`src/design/spcs_pkg.sv`:
```
// constants, register map and types of the stepper phase current sequencer
// assumes a 200 MHz system clock and an APB master with 32-bit data
package spcs_pkg;

  // clock and timing
  localparam int CLK_MHZ = 200;
  localparam int PWM_BASE_NS = 36000;
  localparam int PWM_STEP_NS = 800;
  localparam int BLANK_NS = 1000;
  localparam int DEAD_NS = 100;
  localparam int PWM_BASE_CYC = PWM_BASE_NS * CLK_MHZ / 1000;
  localparam int PWM_STEP_CYC = PWM_STEP_NS * CLK_MHZ / 1000;
  localparam int BLANK_CYC = (BLANK_NS * CLK_MHZ + 999) / 1000;
  localparam int DEAD_CYC = (DEAD_NS * CLK_MHZ + 999) / 1000;

  // register byte offsets
  localparam logic [7:0] ADDR_CTRL = 8'h00;
  localparam logic [7:0] ADDR_CURRENT = 8'h04;
  localparam logic [7:0] ADDR_PROFILE = 8'h08;
  localparam logic [7:0] ADDR_COUNT_LOW = 8'h0C;
  localparam logic [7:0] ADDR_STEP_DELTA = 8'h10;
  localparam logic [7:0] ADDR_STATUS = 8'h14;

  // field positions
  localparam int CTRL_DECEL_HALT_POS = 0;
  localparam int CTRL_HALT_HOLD_POS = 1;
  localparam int CTRL_SHORT_POS = 2;
  localparam int CTRL_MS_POS = 4;
  localparam int CTRL_DIR_POS = 8;
  localparam int CUR_FS_POS = 0;
  localparam int CUR_OTL_POS = 8;
  localparam int CUR_PCODE_POS = 16;
  localparam int PROF_DECEL_POS = 0;
  localparam int PROF_INTERVAL_POS = 8;
  localparam int PROF_COUNT_HIGH_POS = 16;
  localparam int STAT_ANGLE_POS = 0;
  localparam int STAT_RUN_POS = 8;
  localparam int STAT_BUSY_POS = 9;
  localparam int STAT_WAIT_POS = 10;
  localparam int STAT_OC_POS = 12;

  // microstep modes in field order
  typedef enum logic [2:0] {
    MS_FULL_ONE, MS_FULL_TWO, MS_HALF_UNCOMP, MS_HALF_COMP,
    MS_QUARTER, MS_EIGHTH, MS_SIXTEENTH
  } spcs_mode_type;

  typedef enum logic [1:0] {PWM_ON, PWM_FAST, PWM_SLOW} spcs_pwm_type;
  typedef enum logic [1:0] {SEQ_IDLE, SEQ_WAIT, SEQ_RUN, SEQ_DECEL} spcs_seq_type;

  // reset values
  localparam spcs_mode_type MS_RESET = MS_HALF_COMP;
  localparam logic [5:0] HOME_ANGLE = 6'h08;
  localparam logic [5:0] HOME_ANGLE_FULL_ONE = 6'h00;
  localparam logic [4:0] FS_RESET = 5'h1F;
  localparam logic [4:0] PCODE_RESET = 5'h14;

  // leg states, one-hot so high and low can never be on together; full dac level and low ron boost limit
  localparam logic [1:0] LEG_OFF = 2'h0;
  localparam logic [1:0] LEG_LOW = 2'h1;
  localparam logic [1:0] LEG_HIGH = 2'h2;
  localparam logic [5:0] DAC_FULL = 6'h3F;
  localparam logic [4:0] FS_LOW_RON_MAX = 5'h02;

endpackage

```
`src/design/spcs_top.sv`:
```
// stepper phase current sequencer: APB registers, step sequencer, phase table,
// peak-current PWM with blanking, mixed decay, on-time limit and dead time
// assumes synchronous comparator inputs and an external gate driver per leg
`timescale 1ns/10ps
`default_nettype none

module spcs_top
  import spcs_pkg::*;
#(
  parameter int PWM_BASE_CYCLES = spcs_pkg::PWM_BASE_CYC,
  parameter int PWM_STEP_CYCLES = spcs_pkg::PWM_STEP_CYC
) (
  input wire logic clk,
  input wire logic rst,
  input wire logic ce,
  input wire logic psel,
  input wire logic penable,
  input wire logic pwrite,
  input wire logic [7:0] paddr,
  input wire logic [31:0] pwdata,
  output logic [31:0] prdata,
  output logic pready,
  output logic pslverr,
  input wire logic comp_above_a,
  input wire logic comp_above_b,
  output logic gate_a_plus_high,
  output logic gate_a_plus_low,
  output logic gate_a_minus_high,
  output logic gate_a_minus_low,
  output logic gate_b_plus_high,
  output logic gate_b_plus_low,
  output logic gate_b_minus_high,
  output logic gate_b_minus_low,
  output logic [5:0] dac_level_a,
  output logic [5:0] dac_level_b,
  output logic phase_dir_neg_a,
  output logic phase_dir_neg_b,
  output logic [10:0] current_target_a,
  output logic [10:0] current_target_b,
  output logic low_side_ron_boost
);

  if (PWM_BASE_CYCLES <= BLANK_CYC + 1) begin : g_bad_base
    $error("pwm base period too short for blanking");
  end
  if (PWM_STEP_CYCLES < 0 || PWM_BASE_CYCLES + 31 * PWM_STEP_CYCLES > 65535) begin : g_bad_step
    $error("pwm period does not fit the period counter");
  end

  // quarter sine, 0..90 degrees in sixteenths of a full step
  function automatic logic [5:0] quarter_sine(input logic [4:0] k);
    case (k)
      5'h00: quarter_sine = 6'h00;
      5'h01: quarter_sine = 6'h06;
      5'h02: quarter_sine = 6'h0C;
      5'h03: quarter_sine = 6'h12;
      5'h04: quarter_sine = 6'h18;
      5'h05: quarter_sine = 6'h1E;
      5'h06: quarter_sine = 6'h23;
      5'h07: quarter_sine = 6'h28;
      5'h08: quarter_sine = 6'h2D;
      5'h09: quarter_sine = 6'h31;
      5'h0A: quarter_sine = 6'h34;
      5'h0B: quarter_sine = 6'h38;
      5'h0C: quarter_sine = 6'h3A;
      5'h0D: quarter_sine = 6'h3C;
      5'h0E: quarter_sine = 6'h3E;
      default: quarter_sine = 6'h3F;
    endcase
  endfunction

  // one table line for one phase: {direction negative, dac level}
  function automatic logic [6:0] phase_entry(input logic [5:0] ang);
    logic [4:0] k;
    k = (ang[4:0] > 5'h10) ? 5'(6'h20 - {1'b0, ang[4:0]}) : ang[4:0];
    phase_entry = {ang[5], quarter_sine(k)};
  endfunction

  function automatic logic [5:0] mode_step(input spcs_mode_type ms);
    case (ms)
      MS_FULL_ONE, MS_FULL_TWO: mode_step = 6'h10;
      MS_HALF_UNCOMP, MS_HALF_COMP: mode_step = 6'h08;
      MS_QUARTER: mode_step = 6'h04;
      MS_EIGHTH: mode_step = 6'h02;
      default: mode_step = 6'h01;
    endcase
  endfunction

  // limit in periods: 1 for code 1, then 8 per code up to 56
  function automatic logic [5:0] on_limit(input logic [4:0] v);
    if (v == 5'h01) begin
      on_limit = 6'h01;
    end else if (v >= 5'h08) begin
      on_limit = 6'h38;
    end else begin
      on_limit = {v[2:0] - 3'h1, 3'h0};
    end
  endfunction

  function automatic logic addr_mapped(input logic [7:0] a);
    addr_mapped = (a == ADDR_CTRL) || (a == ADDR_CURRENT) || (a == ADDR_PROFILE) ||
                  (a == ADDR_COUNT_LOW) || (a == ADDR_STEP_DELTA) || (a == ADDR_STATUS);
  endfunction

  // apb: one wait state, request taken at the edge that sees pready high
  logic pready_q;
  logic pslverr_q;
  logic [31:0] prdata_q;
  logic access;
  logic done;
  logic wr_ok;
  assign access = psel & penable;
  assign done = access & pready_q;
  assign wr_ok = done & pwrite & addr_mapped(paddr);

  logic decel_halt_q;
  logic halt_hold_q;
  logic short_q;
  logic dir_q;
  spcs_mode_type ms_q;
  logic [4:0] fs_q;
  logic [4:0] otl_q;
  logic [4:0] pcode_q;
  logic [5:0] decel_q;
  logic [5:0] interval_q;
  logic [7:0] count_high_q;
  logic wr_launch;
  logic wr_delta;
  assign wr_launch = wr_ok & (paddr == ADDR_COUNT_LOW);
  assign wr_delta = wr_ok & (paddr == ADDR_STEP_DELTA);

  always_ff @(posedge clk) begin
    if (rst) begin
      decel_halt_q <= 1'b0;
      halt_hold_q <= 1'b0;
      short_q <= 1'b0;
      dir_q <= 1'b1;
      ms_q <= MS_RESET;
      fs_q <= FS_RESET;
      otl_q <= 5'h00;
      pcode_q <= PCODE_RESET;
      decel_q <= 6'h00;
      interval_q <= 6'h00;
      count_high_q <= 8'h00;
    end else if (ce && wr_ok) begin
      if (paddr == ADDR_CTRL) begin
        decel_halt_q <= pwdata[CTRL_DECEL_HALT_POS];
        halt_hold_q <= pwdata[CTRL_HALT_HOLD_POS];
        short_q <= pwdata[CTRL_SHORT_POS];
        ms_q <= spcs_mode_type'(pwdata[CTRL_MS_POS +: 3]);
        dir_q <= pwdata[CTRL_DIR_POS];
      end
      if (paddr == ADDR_CURRENT) begin
        fs_q <= pwdata[CUR_FS_POS +: 5];
        otl_q <= pwdata[CUR_OTL_POS +: 5];
        pcode_q <= pwdata[CUR_PCODE_POS +: 5];
      end
      if (paddr == ADDR_PROFILE) begin
        decel_q <= pwdata[PROF_DECEL_POS +: 6];
        interval_q <= pwdata[PROF_INTERVAL_POS +: 6];
        count_high_q <= pwdata[PROF_COUNT_HIGH_POS +: 8];
      end
    end
  end

  // base pwm period counter
  logic [15:0] period_cnt_q;
  logic [15:0] period_last;
  logic period_tick;
  assign period_last = 16'(PWM_BASE_CYCLES + PWM_STEP_CYCLES * int'(pcode_q) - 1);
  assign period_tick = (period_cnt_q >= period_last);

  always_ff @(posedge clk) begin
    if (rst) begin
      period_cnt_q <= 16'h0000;
    end else if (ce) begin
      period_cnt_q <= period_tick ? 16'h0000 : period_cnt_q + 16'h0001;
    end
  end

  // profile sequencer
  spcs_seq_type seq_q;
  logic [15:0] steps_left_q;
  logic [5:0] tick_cnt_q;
  logic run_flag_q;
  logic step_now;
  logic moving;
  assign moving = (seq_q == SEQ_RUN) || (seq_q == SEQ_DECEL);
  assign step_now = period_tick && (tick_cnt_q >= interval_q) && moving && !short_q && !halt_hold_q;

  always_ff @(posedge clk) begin
    if (rst) begin
      tick_cnt_q <= 6'h00;
    end else if (ce && period_tick) begin
      tick_cnt_q <= (tick_cnt_q >= interval_q) ? 6'h00 : tick_cnt_q + 6'h01;
    end
  end

  always_ff @(posedge clk) begin
    if (rst) begin
      seq_q <= SEQ_IDLE;
      steps_left_q <= 16'h0000;
      run_flag_q <= 1'b0;
    end else if (ce) begin
      if (wr_launch) begin
        steps_left_q <= {count_high_q, pwdata[7:0]};
        if (decel_halt_q || halt_hold_q) begin
          seq_q <= SEQ_WAIT;
          run_flag_q <= 1'b0;
        end else begin
          seq_q <= SEQ_RUN;
          run_flag_q <= 1'b1;
        end
      end else begin
        case (seq_q)
          SEQ_IDLE: begin
            run_flag_q <= 1'b0;
          end
          SEQ_WAIT: begin
            if (!decel_halt_q && !halt_hold_q) begin
              seq_q <= SEQ_RUN;
              run_flag_q <= 1'b1;
            end
          end
          SEQ_RUN: begin
            if (halt_hold_q) begin
              seq_q <= SEQ_IDLE;
              run_flag_q <= 1'b0;
            end else if (decel_halt_q) begin
              seq_q <= SEQ_DECEL;
              if (steps_left_q > {10'h000, decel_q}) begin
                steps_left_q <= {10'h000, decel_q};
              end
            end else if (step_now && decel_q != 6'h00) begin
              steps_left_q <= steps_left_q - 16'h0001;
              if (steps_left_q <= 16'h0001) begin
                seq_q <= SEQ_IDLE;
                run_flag_q <= 1'b0;
              end
            end
            // zero deceleration: no countdown, runs until halted
          end
          SEQ_DECEL: begin
            if (halt_hold_q || steps_left_q == 16'h0000) begin
              seq_q <= SEQ_IDLE;
              run_flag_q <= 1'b0;
            end else if (step_now) begin
              steps_left_q <= steps_left_q - 16'h0001;
            end
          end
          default: begin
            seq_q <= SEQ_IDLE;
          end
        endcase
      end
    end
  end

  // step angle; six bits so sums and differences wrap at 64
  logic [5:0] angle_q;
  logic home_q;
  logic single_q;
  logic [5:0] angle_base;
  assign angle_base = home_q ? ((ms_q == MS_FULL_ONE) ? HOME_ANGLE_FULL_ONE : HOME_ANGLE) : angle_q;

  always_ff @(posedge clk) begin
    if (rst) begin
      angle_q <= HOME_ANGLE;
      home_q <= 1'b1;
      single_q <= 1'b0;
    end else if (ce) begin
      if (wr_delta) begin
        angle_q <= angle_base + pwdata[5:0];
        home_q <= 1'b0;
        single_q <= 1'b1;
      end else if (step_now) begin
        angle_q <= dir_q ? angle_base + mode_step(ms_q) : angle_base - mode_step(ms_q);
        home_q <= 1'b0;
        single_q <= 1'b0;
      end else if (home_q) begin
        angle_q <= angle_base;
      end
    end
  end

  // phase table lookup, index 0 = phase A (cosine), 1 = phase B (sine)
  logic [6:0] entry [2];
  logic uncomp_diag;
  always_comb begin
    entry[0] = phase_entry(6'(angle_q + 6'h10));
    entry[1] = phase_entry(angle_q);
    // single-step moves never take the uncompensated override
    uncomp_diag = (ms_q == MS_HALF_UNCOMP) && !single_q && (angle_q[3:0] == 4'h8);
    if (uncomp_diag) begin
      entry[0][5:0] = DAC_FULL;
      entry[1][5:0] = DAC_FULL;
    end
  end

  logic [5:0] dac_q [2];
  logic dir_neg_q [2];
  logic [10:0] target_q [2];
  logic ron_boost_q;
  always_ff @(posedge clk) begin
    if (rst) begin
      for (int p = 0; p < 2; p++) begin
        dac_q[p] <= 6'h00;
        dir_neg_q[p] <= 1'b0;
        target_q[p] <= 11'h000;
      end
      ron_boost_q <= 1'b0;
    end else if (ce) begin
      for (int p = 0; p < 2; p++) begin
        dac_q[p] <= entry[p][5:0];
        dir_neg_q[p] <= entry[p][6];
        target_q[p] <= 11'(entry[p][5:0]) * 11'(fs_q);
      end
      ron_boost_q <= (fs_q <= FS_LOW_RON_MAX);
    end
  end

  // pwm per phase with blanking, mixed decay and on-time limit
  logic comp [2];
  assign comp[0] = comp_above_a;
  assign comp[1] = comp_above_b;
  spcs_pwm_type pwm_q [2];
  logic [15:0] blank_q [2];
  logic [5:0] on_cnt_q [2];
  logic [3:0] oc_q; // {b- high, b+ high, a- high, a+ high}
  logic fault [2];
  assign fault[0] = oc_q[0] | oc_q[1];
  assign fault[1] = oc_q[2] | oc_q[3];

  always_ff @(posedge clk) begin
    if (rst) begin
      for (int p = 0; p < 2; p++) begin
        pwm_q[p] <= PWM_SLOW;
        blank_q[p] <= 16'h0000;
        on_cnt_q[p] <= 6'h00;
      end
    end else if (ce) begin
      for (int p = 0; p < 2; p++) begin
        if (period_tick) begin
          pwm_q[p] <= PWM_ON;
          blank_q[p] <= 16'(BLANK_CYC);
          on_cnt_q[p] <= (pwm_q[p] == PWM_ON && on_cnt_q[p] != 6'h3F) ? on_cnt_q[p] + 6'h01 : 6'h01;
        end else begin
          if (blank_q[p] != 16'h0000) begin
            blank_q[p] <= blank_q[p] - 16'h0001;
          end
          case (pwm_q[p])
            PWM_ON: if (blank_q[p] == 16'h0000 && comp[p]) pwm_q[p] <= PWM_FAST;
            PWM_FAST: if (!comp[p]) pwm_q[p] <= PWM_SLOW;
            PWM_SLOW: pwm_q[p] <= PWM_SLOW;
            default: pwm_q[p] <= PWM_SLOW;
          endcase
        end
      end
    end
  end

  // overcurrent flags; write one to clear, a new trip in the same cycle wins
  logic [3:0] oc_set;
  always_comb begin
    oc_set = 4'h0;
    for (int p = 0; p < 2; p++) begin
      if (period_tick && otl_q != 5'h00 && pwm_q[p] == PWM_ON && !fault[p] &&
          on_cnt_q[p] >= on_limit(otl_q)) begin
        oc_set[2 * p + (dir_neg_q[p] ? 1 : 0)] = 1'b1;
      end
    end
  end

  always_ff @(posedge clk) begin
    if (rst) begin
      oc_q <= 4'h0;
    end else if (ce) begin
      if (wr_ok && paddr == ADDR_STATUS) begin
        oc_q <= (oc_q & ~pwdata[STAT_OC_POS +: 4]) | oc_set;
      end else begin
        oc_q <= oc_q | oc_set;
      end
    end
  end

  // leg requests, index 2p = plus terminal, 2p+1 = minus terminal
  logic [1:0] req [4];
  always_comb begin
    for (int p = 0; p < 2; p++) begin
      if (short_q) begin
        req[2 * p] = LEG_LOW;
        req[2 * p + 1] = LEG_LOW;
      end else if (fault[p]) begin
        req[2 * p] = LEG_OFF;
        req[2 * p + 1] = LEG_OFF;
      end else begin
        case (pwm_q[p])
          PWM_ON: begin
            req[2 * p] = dir_neg_q[p] ? LEG_LOW : LEG_HIGH;
            req[2 * p + 1] = dir_neg_q[p] ? LEG_HIGH : LEG_LOW;
          end
          PWM_FAST: begin
            req[2 * p] = dir_neg_q[p] ? LEG_HIGH : LEG_LOW;
            req[2 * p + 1] = dir_neg_q[p] ? LEG_LOW : LEG_HIGH;
          end
          default: begin
            req[2 * p] = LEG_LOW;
            req[2 * p + 1] = LEG_LOW;
          end
        endcase
      end
    end
  end

  // dead time: a leg always passes through off before changing side
  logic [1:0] leg_q [4];
  logic [7:0] dead_q [4];
  always_ff @(posedge clk) begin
    if (rst) begin
      for (int i = 0; i < 4; i++) begin
        leg_q[i] <= LEG_OFF;
        dead_q[i] <= 8'h00;
      end
    end else if (ce) begin
      for (int i = 0; i < 4; i++) begin
        if (req[i] != leg_q[i] && leg_q[i] != LEG_OFF) begin
          leg_q[i] <= LEG_OFF;
          dead_q[i] <= 8'(DEAD_CYC);
        end else if (dead_q[i] != 8'h00) begin
          dead_q[i] <= dead_q[i] - 8'h01;
        end else begin
          leg_q[i] <= req[i];
        end
      end
    end
  end

  // apb answer, read data captured at the same edge that pready rises
  logic [31:0] rd_mux;
  always_comb begin
    rd_mux = 32'h0000_0000;
    case (paddr)
      ADDR_CTRL: begin
        rd_mux[CTRL_DECEL_HALT_POS] = decel_halt_q;
        rd_mux[CTRL_HALT_HOLD_POS] = halt_hold_q;
        rd_mux[CTRL_SHORT_POS] = short_q;
        rd_mux[CTRL_MS_POS +: 3] = ms_q;
        rd_mux[CTRL_DIR_POS] = dir_q;
      end
      ADDR_CURRENT: begin
        rd_mux[CUR_FS_POS +: 5] = fs_q;
        rd_mux[CUR_OTL_POS +: 5] = otl_q;
        rd_mux[CUR_PCODE_POS +: 5] = pcode_q;
      end
      ADDR_PROFILE: begin
        rd_mux[PROF_DECEL_POS +: 6] = decel_q;
        rd_mux[PROF_INTERVAL_POS +: 6] = interval_q;
        rd_mux[PROF_COUNT_HIGH_POS +: 8] = count_high_q;
      end
      ADDR_STATUS: begin
        rd_mux[STAT_ANGLE_POS +: 6] = angle_q;
        rd_mux[STAT_RUN_POS] = run_flag_q;
        rd_mux[STAT_BUSY_POS] = moving;
        rd_mux[STAT_WAIT_POS] = (seq_q == SEQ_WAIT);
        rd_mux[STAT_OC_POS +: 4] = oc_q;
      end
      default: rd_mux = 32'h0000_0000;
    endcase
  end

  always_ff @(posedge clk) begin
    if (rst) begin
      pready_q <= 1'b0;
      pslverr_q <= 1'b0;
      prdata_q <= 32'h0000_0000;
    end else if (ce) begin
      pready_q <= access & ~pready_q;
      pslverr_q <= access & ~pready_q & ~addr_mapped(paddr);
      if (access && !pready_q && !pwrite) begin
        prdata_q <= rd_mux;
      end
    end
  end

  assign prdata = prdata_q;
  assign pready = pready_q;
  assign pslverr = pslverr_q;
  assign gate_a_plus_high = leg_q[0][1];
  assign gate_a_plus_low = leg_q[0][0];
  assign gate_a_minus_high = leg_q[1][1];
  assign gate_a_minus_low = leg_q[1][0];
  assign gate_b_plus_high = leg_q[2][1];
  assign gate_b_plus_low = leg_q[2][0];
  assign gate_b_minus_high = leg_q[3][1];
  assign gate_b_minus_low = leg_q[3][0];
  assign dac_level_a = dac_q[0];
  assign dac_level_b = dac_q[1];
  assign phase_dir_neg_a = dir_neg_q[0];
  assign phase_dir_neg_b = dir_neg_q[1];
  assign current_target_a = target_q[0];
  assign current_target_b = target_q[1];
  assign low_side_ron_boost = ron_boost_q;

endmodule // spcs_top

`default_nettype wire
```
`config.mk`:
```
export PLATFORM = sky130hd
export DESIGN_NAME = spcs_top
export DESIGN_NICKNAME = d
export VERILOG_FILES = /design/src/design/spcs_pkg.sv /design/src/design/spcs_top.sv
export SDC_FILE = /design/constraint.sdc
export NUM_CORES = 1
export LEC_CHECK = 0
export BUFFER_PORTS_ARGS = -buffer_cell sky130_fd_sc_hd__buf_2
export CORE_MARGIN = 2
export CORE_UTILIZATION = 37
export DETAILED_ROUTE_END_ITERATION = 7
export GPL_ROUTABILITY_DRIVEN = 0
export SETUP_SLACK_MARGIN = 0.02
export SYNTH_ARGS = -nofsm -noshare
export SYNTH_HDL_FRONTEND = slang
export SYNTH_SLANG_ARGS = --single-unit
export TNS_END_PERCENT = 20
```
`constraint.sdc`:
```
create_clock -name clk -period 10.9 [get_ports clk]
set_input_delay 0.545 -clock clk [delete_from_list [all_inputs] [get_ports clk]]
set_output_delay 0.545 -clock clk [all_outputs]
set_load 0.05 [all_outputs]
```
==> qor.yml <==
status:
  outcome: "finished with violations"
  violations: "design-rule violations"
clock_network:
  htreeDepth: 1
  clock_sinks: 245
  cts_max_path_buffers: 3
  post_cts_resize_count: 0
  clk_pin_slew_ns: 0.06
  post_cts_buffers: 0
  cts_root_buf: "clkbuf_16"
  clock_latency_ns: 0.57
  postCtsHoldBufs: 0
  numCtsBuffers: 29
  cts_tree: "done"
pwr:
  power_switching_share: 0.316
  p_sw_uw: 833
  pwr-share-seq: 0.406
  leakagePower_nw: 7.33
  power_density_nw_per_um2: 149
  ir_drop_uv: 113
  p_int_mw: 1.80
  pwr-share-clk: 0.358
  comb_power_share: 0.237
logic_synthesis:
  synthXorXnorAreaFrac: 0.0645
  synth_top_area_share: 0.237
  postSynthCellCount: 1748
  syn_avg_cell_area_um2: 9.01
  synth.area.top_cells: "edfxtp_1, dfxtp_1, ha_1, nor2_1, nand2_1"
  synthMuxAreaShare: 0.00580
  ys_types: 85
  synth_top_cell_by_area: "edfxtp_1"
  synthAdderAreaFrac: 0.123
  yosys.cell_count.top_type: "nor2_1"
  ys_top_cells_by_count: "nor2_1, nand2_1, edfxtp_1, dfxtp_1, a21oi_1"
  synth_edf_count: 124
  ys_async_sr_fraction: 0
  synth_seq_cells: 245
  synth_compound_area_frac: 0.149
  yosys_warnings: 0
  synth_ff_type: "edfxtp_1"
  synth_area_um2: 15700
  ys_seq_area_frac: 0.390
  yosys.area_share.simple: 0.216
  synth_top_family_by_area: "simple AND/OR/NAND/NOR gates"
setup_path:
  critPathCapture: "target_q[0][10]"
  startpoint: "angle_q[0]"
  r2r-start: "angle_q[0]"
  critPathKind: "reg2reg"
  critPathCaptureType: "flop"
  cp-start-kind: "flop"
  cp_max_fo: 16
  rrSetupSlack_ns: 4.27
  critPathArrivalTime_ns: 7.04
  critPathRequiredTime_ns: 11.31
  timing.rr.end: "target_q[0][10]"
  r2r_cells: 21
detailed_routing:
  via_count: 12900
  wl_per_cell_um: 17.3
  drt-pass1-iter-count: 8
  ant_nets: 0
  totalWireLength_um: 41300
  drc: 1
  drt-initial-drc-count: 854
  vias_per_cell: 5.39
global_route:
  grt_max_degree: 44
  grt-ovfl-total: 0
  grt_pass1_wl_um: 67400
  antenna_found_initial: 2
  grt_util_all_layers: 0.188
  grt_pass1_vias: 12700
sta:
  setup_violations: 0
  fin_crit_sh: 0.608
  slew_headroom: 0.208
  slew_violations: 0
  timing.final.hold_violations: 0
  rsz0062_at_grt: "false"
  fmax_mhz: 151
  tns_ns: 0
  worst-slew-pin-transition_ns: 1.18
  finClkSkew_ns: 0.0133
  layout_min_cycle_time_ns: 6.63
floorplan:
  dieWidth_um: 210
  core.rowCount: 75
  ios: 127
  die_area_um2: 44200
  start_util: 0.375
  die_h_um: 210
  coreArea_um2: 41900
placement:
  hpwl_um: 30100
  placed_cell_area_um2: 16700
  portBuffers: 109
hold_path:
  hold_depth: 3
  hold_class: "in2reg"
final_layout:
  fillCellCount: 4081
  syn2layout_area_growth_pct: 12.0
  layout.nets: 2014
  final_layout_size_suffix_gt1_frac: 0.117
  final_cell_area_um2: 17600
  final_util: 0.420
flow_run:
  drv_cap: 0
==> placed cells by master, fill, tap and decap left out, drive strengths merged, types with 10 or more instances in the layout <==
master  instances
a211oi         22
a31oi          21
clkbuf         39
nor4           19
inv           108
xor2           54
nand2b         25
edfxtp        124
o211ai         10
a21o           20
a21oi         113
and2           35
fa             27
dfxtp         121
nor3           55
nand2         205
buf           123
nor2          210
a22oi          27
nand3          54
and3           19
o21ai          53
xnor2          62
o21a           12
ha            112
nor2b          29
or3            14
==> layout make-up <==
class | instances | area (um^2) | share of cell area
timing repair buffer | 123 | 653 | 0.0370
multi-input combinational | 1322 | 8840 | 0.501
tap | 539 | 674 | 0.0382
antenna | 2 | 5.00 | 0.000284
inverter | 106 | 398 | 0.0226
sequential | 245 | 6150 | 0.349
clock inverter | 14 | 87.6 | 0.00497
clock buffer | 39 | 833 | 0.0473
==> stage by stage <==
step / std cells / total power, mW / setup WS (ns) / hold slack (ns)
after floorplan: 1756 / 1.58 / 5.14 / 0.449
after global placement: 2335 / 1.71 / 4.47 / 0.440
after detailed placement: 2335 / 1.71 / 4.34 / 0.449
after CTS: 2388 / 2.67 / 4.28 / 0.188
after global routing: 2389 / 2.79 / 3.64 / 0.218
final: 2390 / 2.63 / 4.27 / 0.217
==> power by group through the flow <==
stage	sequential, mW	clock, mW	combinational [mW]
after CTS	1.07	0.968	0.630
after detailed placement	1.09	0	0.624
after floorplan	1.18	0	0.402
after global placement	1.09	0	0.619
after global routing	1.08	0.999	0.713
final	1.07	0.942	0.623
==> sequential cells by signal (all words and copies together) (netlist names), 6 cells and up <==
signal / count
angle_q: 6
blank_q: 32
count_high_q: 8
dac_q: 12
dead_q: 32
decel_q: 6
interval_q: 6
leg_q: 8
on_cnt_q: 12
period_cnt_q: 16
prdata: 23
steps_left_q: 16
target_q: 22
tick_cnt_q: 6
==> critical path: stages, from the launching register on <==
cell	delay [ns]
dfxtp_1	0.77
inv_1	0.36
ha_1	0.35
nand2_1	0.10
ha_1	0.22
nand2b_1	0.12
xnor2_1	0.52
a21oi_1	0.15
o211ai_1	0.42
nand2_1	0.15
fa_1	0.53
fa_1	0.51
fa_1	0.54
inv_1	0.04
ha_1	0.31
nor2b_1	0.15
o21ai_0	0.21
a21boi_0	0.16
o21ai_0	0.23
a21oi_1	0.11
or3_1	0.34
a21oi_1	0.16
==> logic make-up after synthesis <==
logic type | Yosys count
compound gates | 346
xor+xnor | 116
fa+ha+maj | 139
buf+inv | 189
flops | 245
mux | 9
other cells | 1
simple gates | 703
==> worst min-delay path by stage <==
stage	from	to	slack (ns)
after floorplan	interval_q[2]	interval_q[2]	0.45
after global routing	pwdata[18]	pcode_q[2]	0.22
after global placement	prdata[15]	prdata[15]	0.44
after CTS	pwdata[21]	count_high_q[5]	0.19
final	pwdata[21]	count_high_q[5]	0.22
after detailed placement	prdata[22]	prdata[22]	0.45
==> routing by layer <==
metal / track usage / vias up / share of wire
met1: 0.252 / 6149 / 0.46
met5: 0 / - / 0
met2: 0.308 / 365 / 0.45
met3: 0.0305 / 76 / 0.057
li1: - / 6299 / -
met4: 0.0677 / 0 / 0.034
Note: power is estimated with default switching activity, not from simulation.
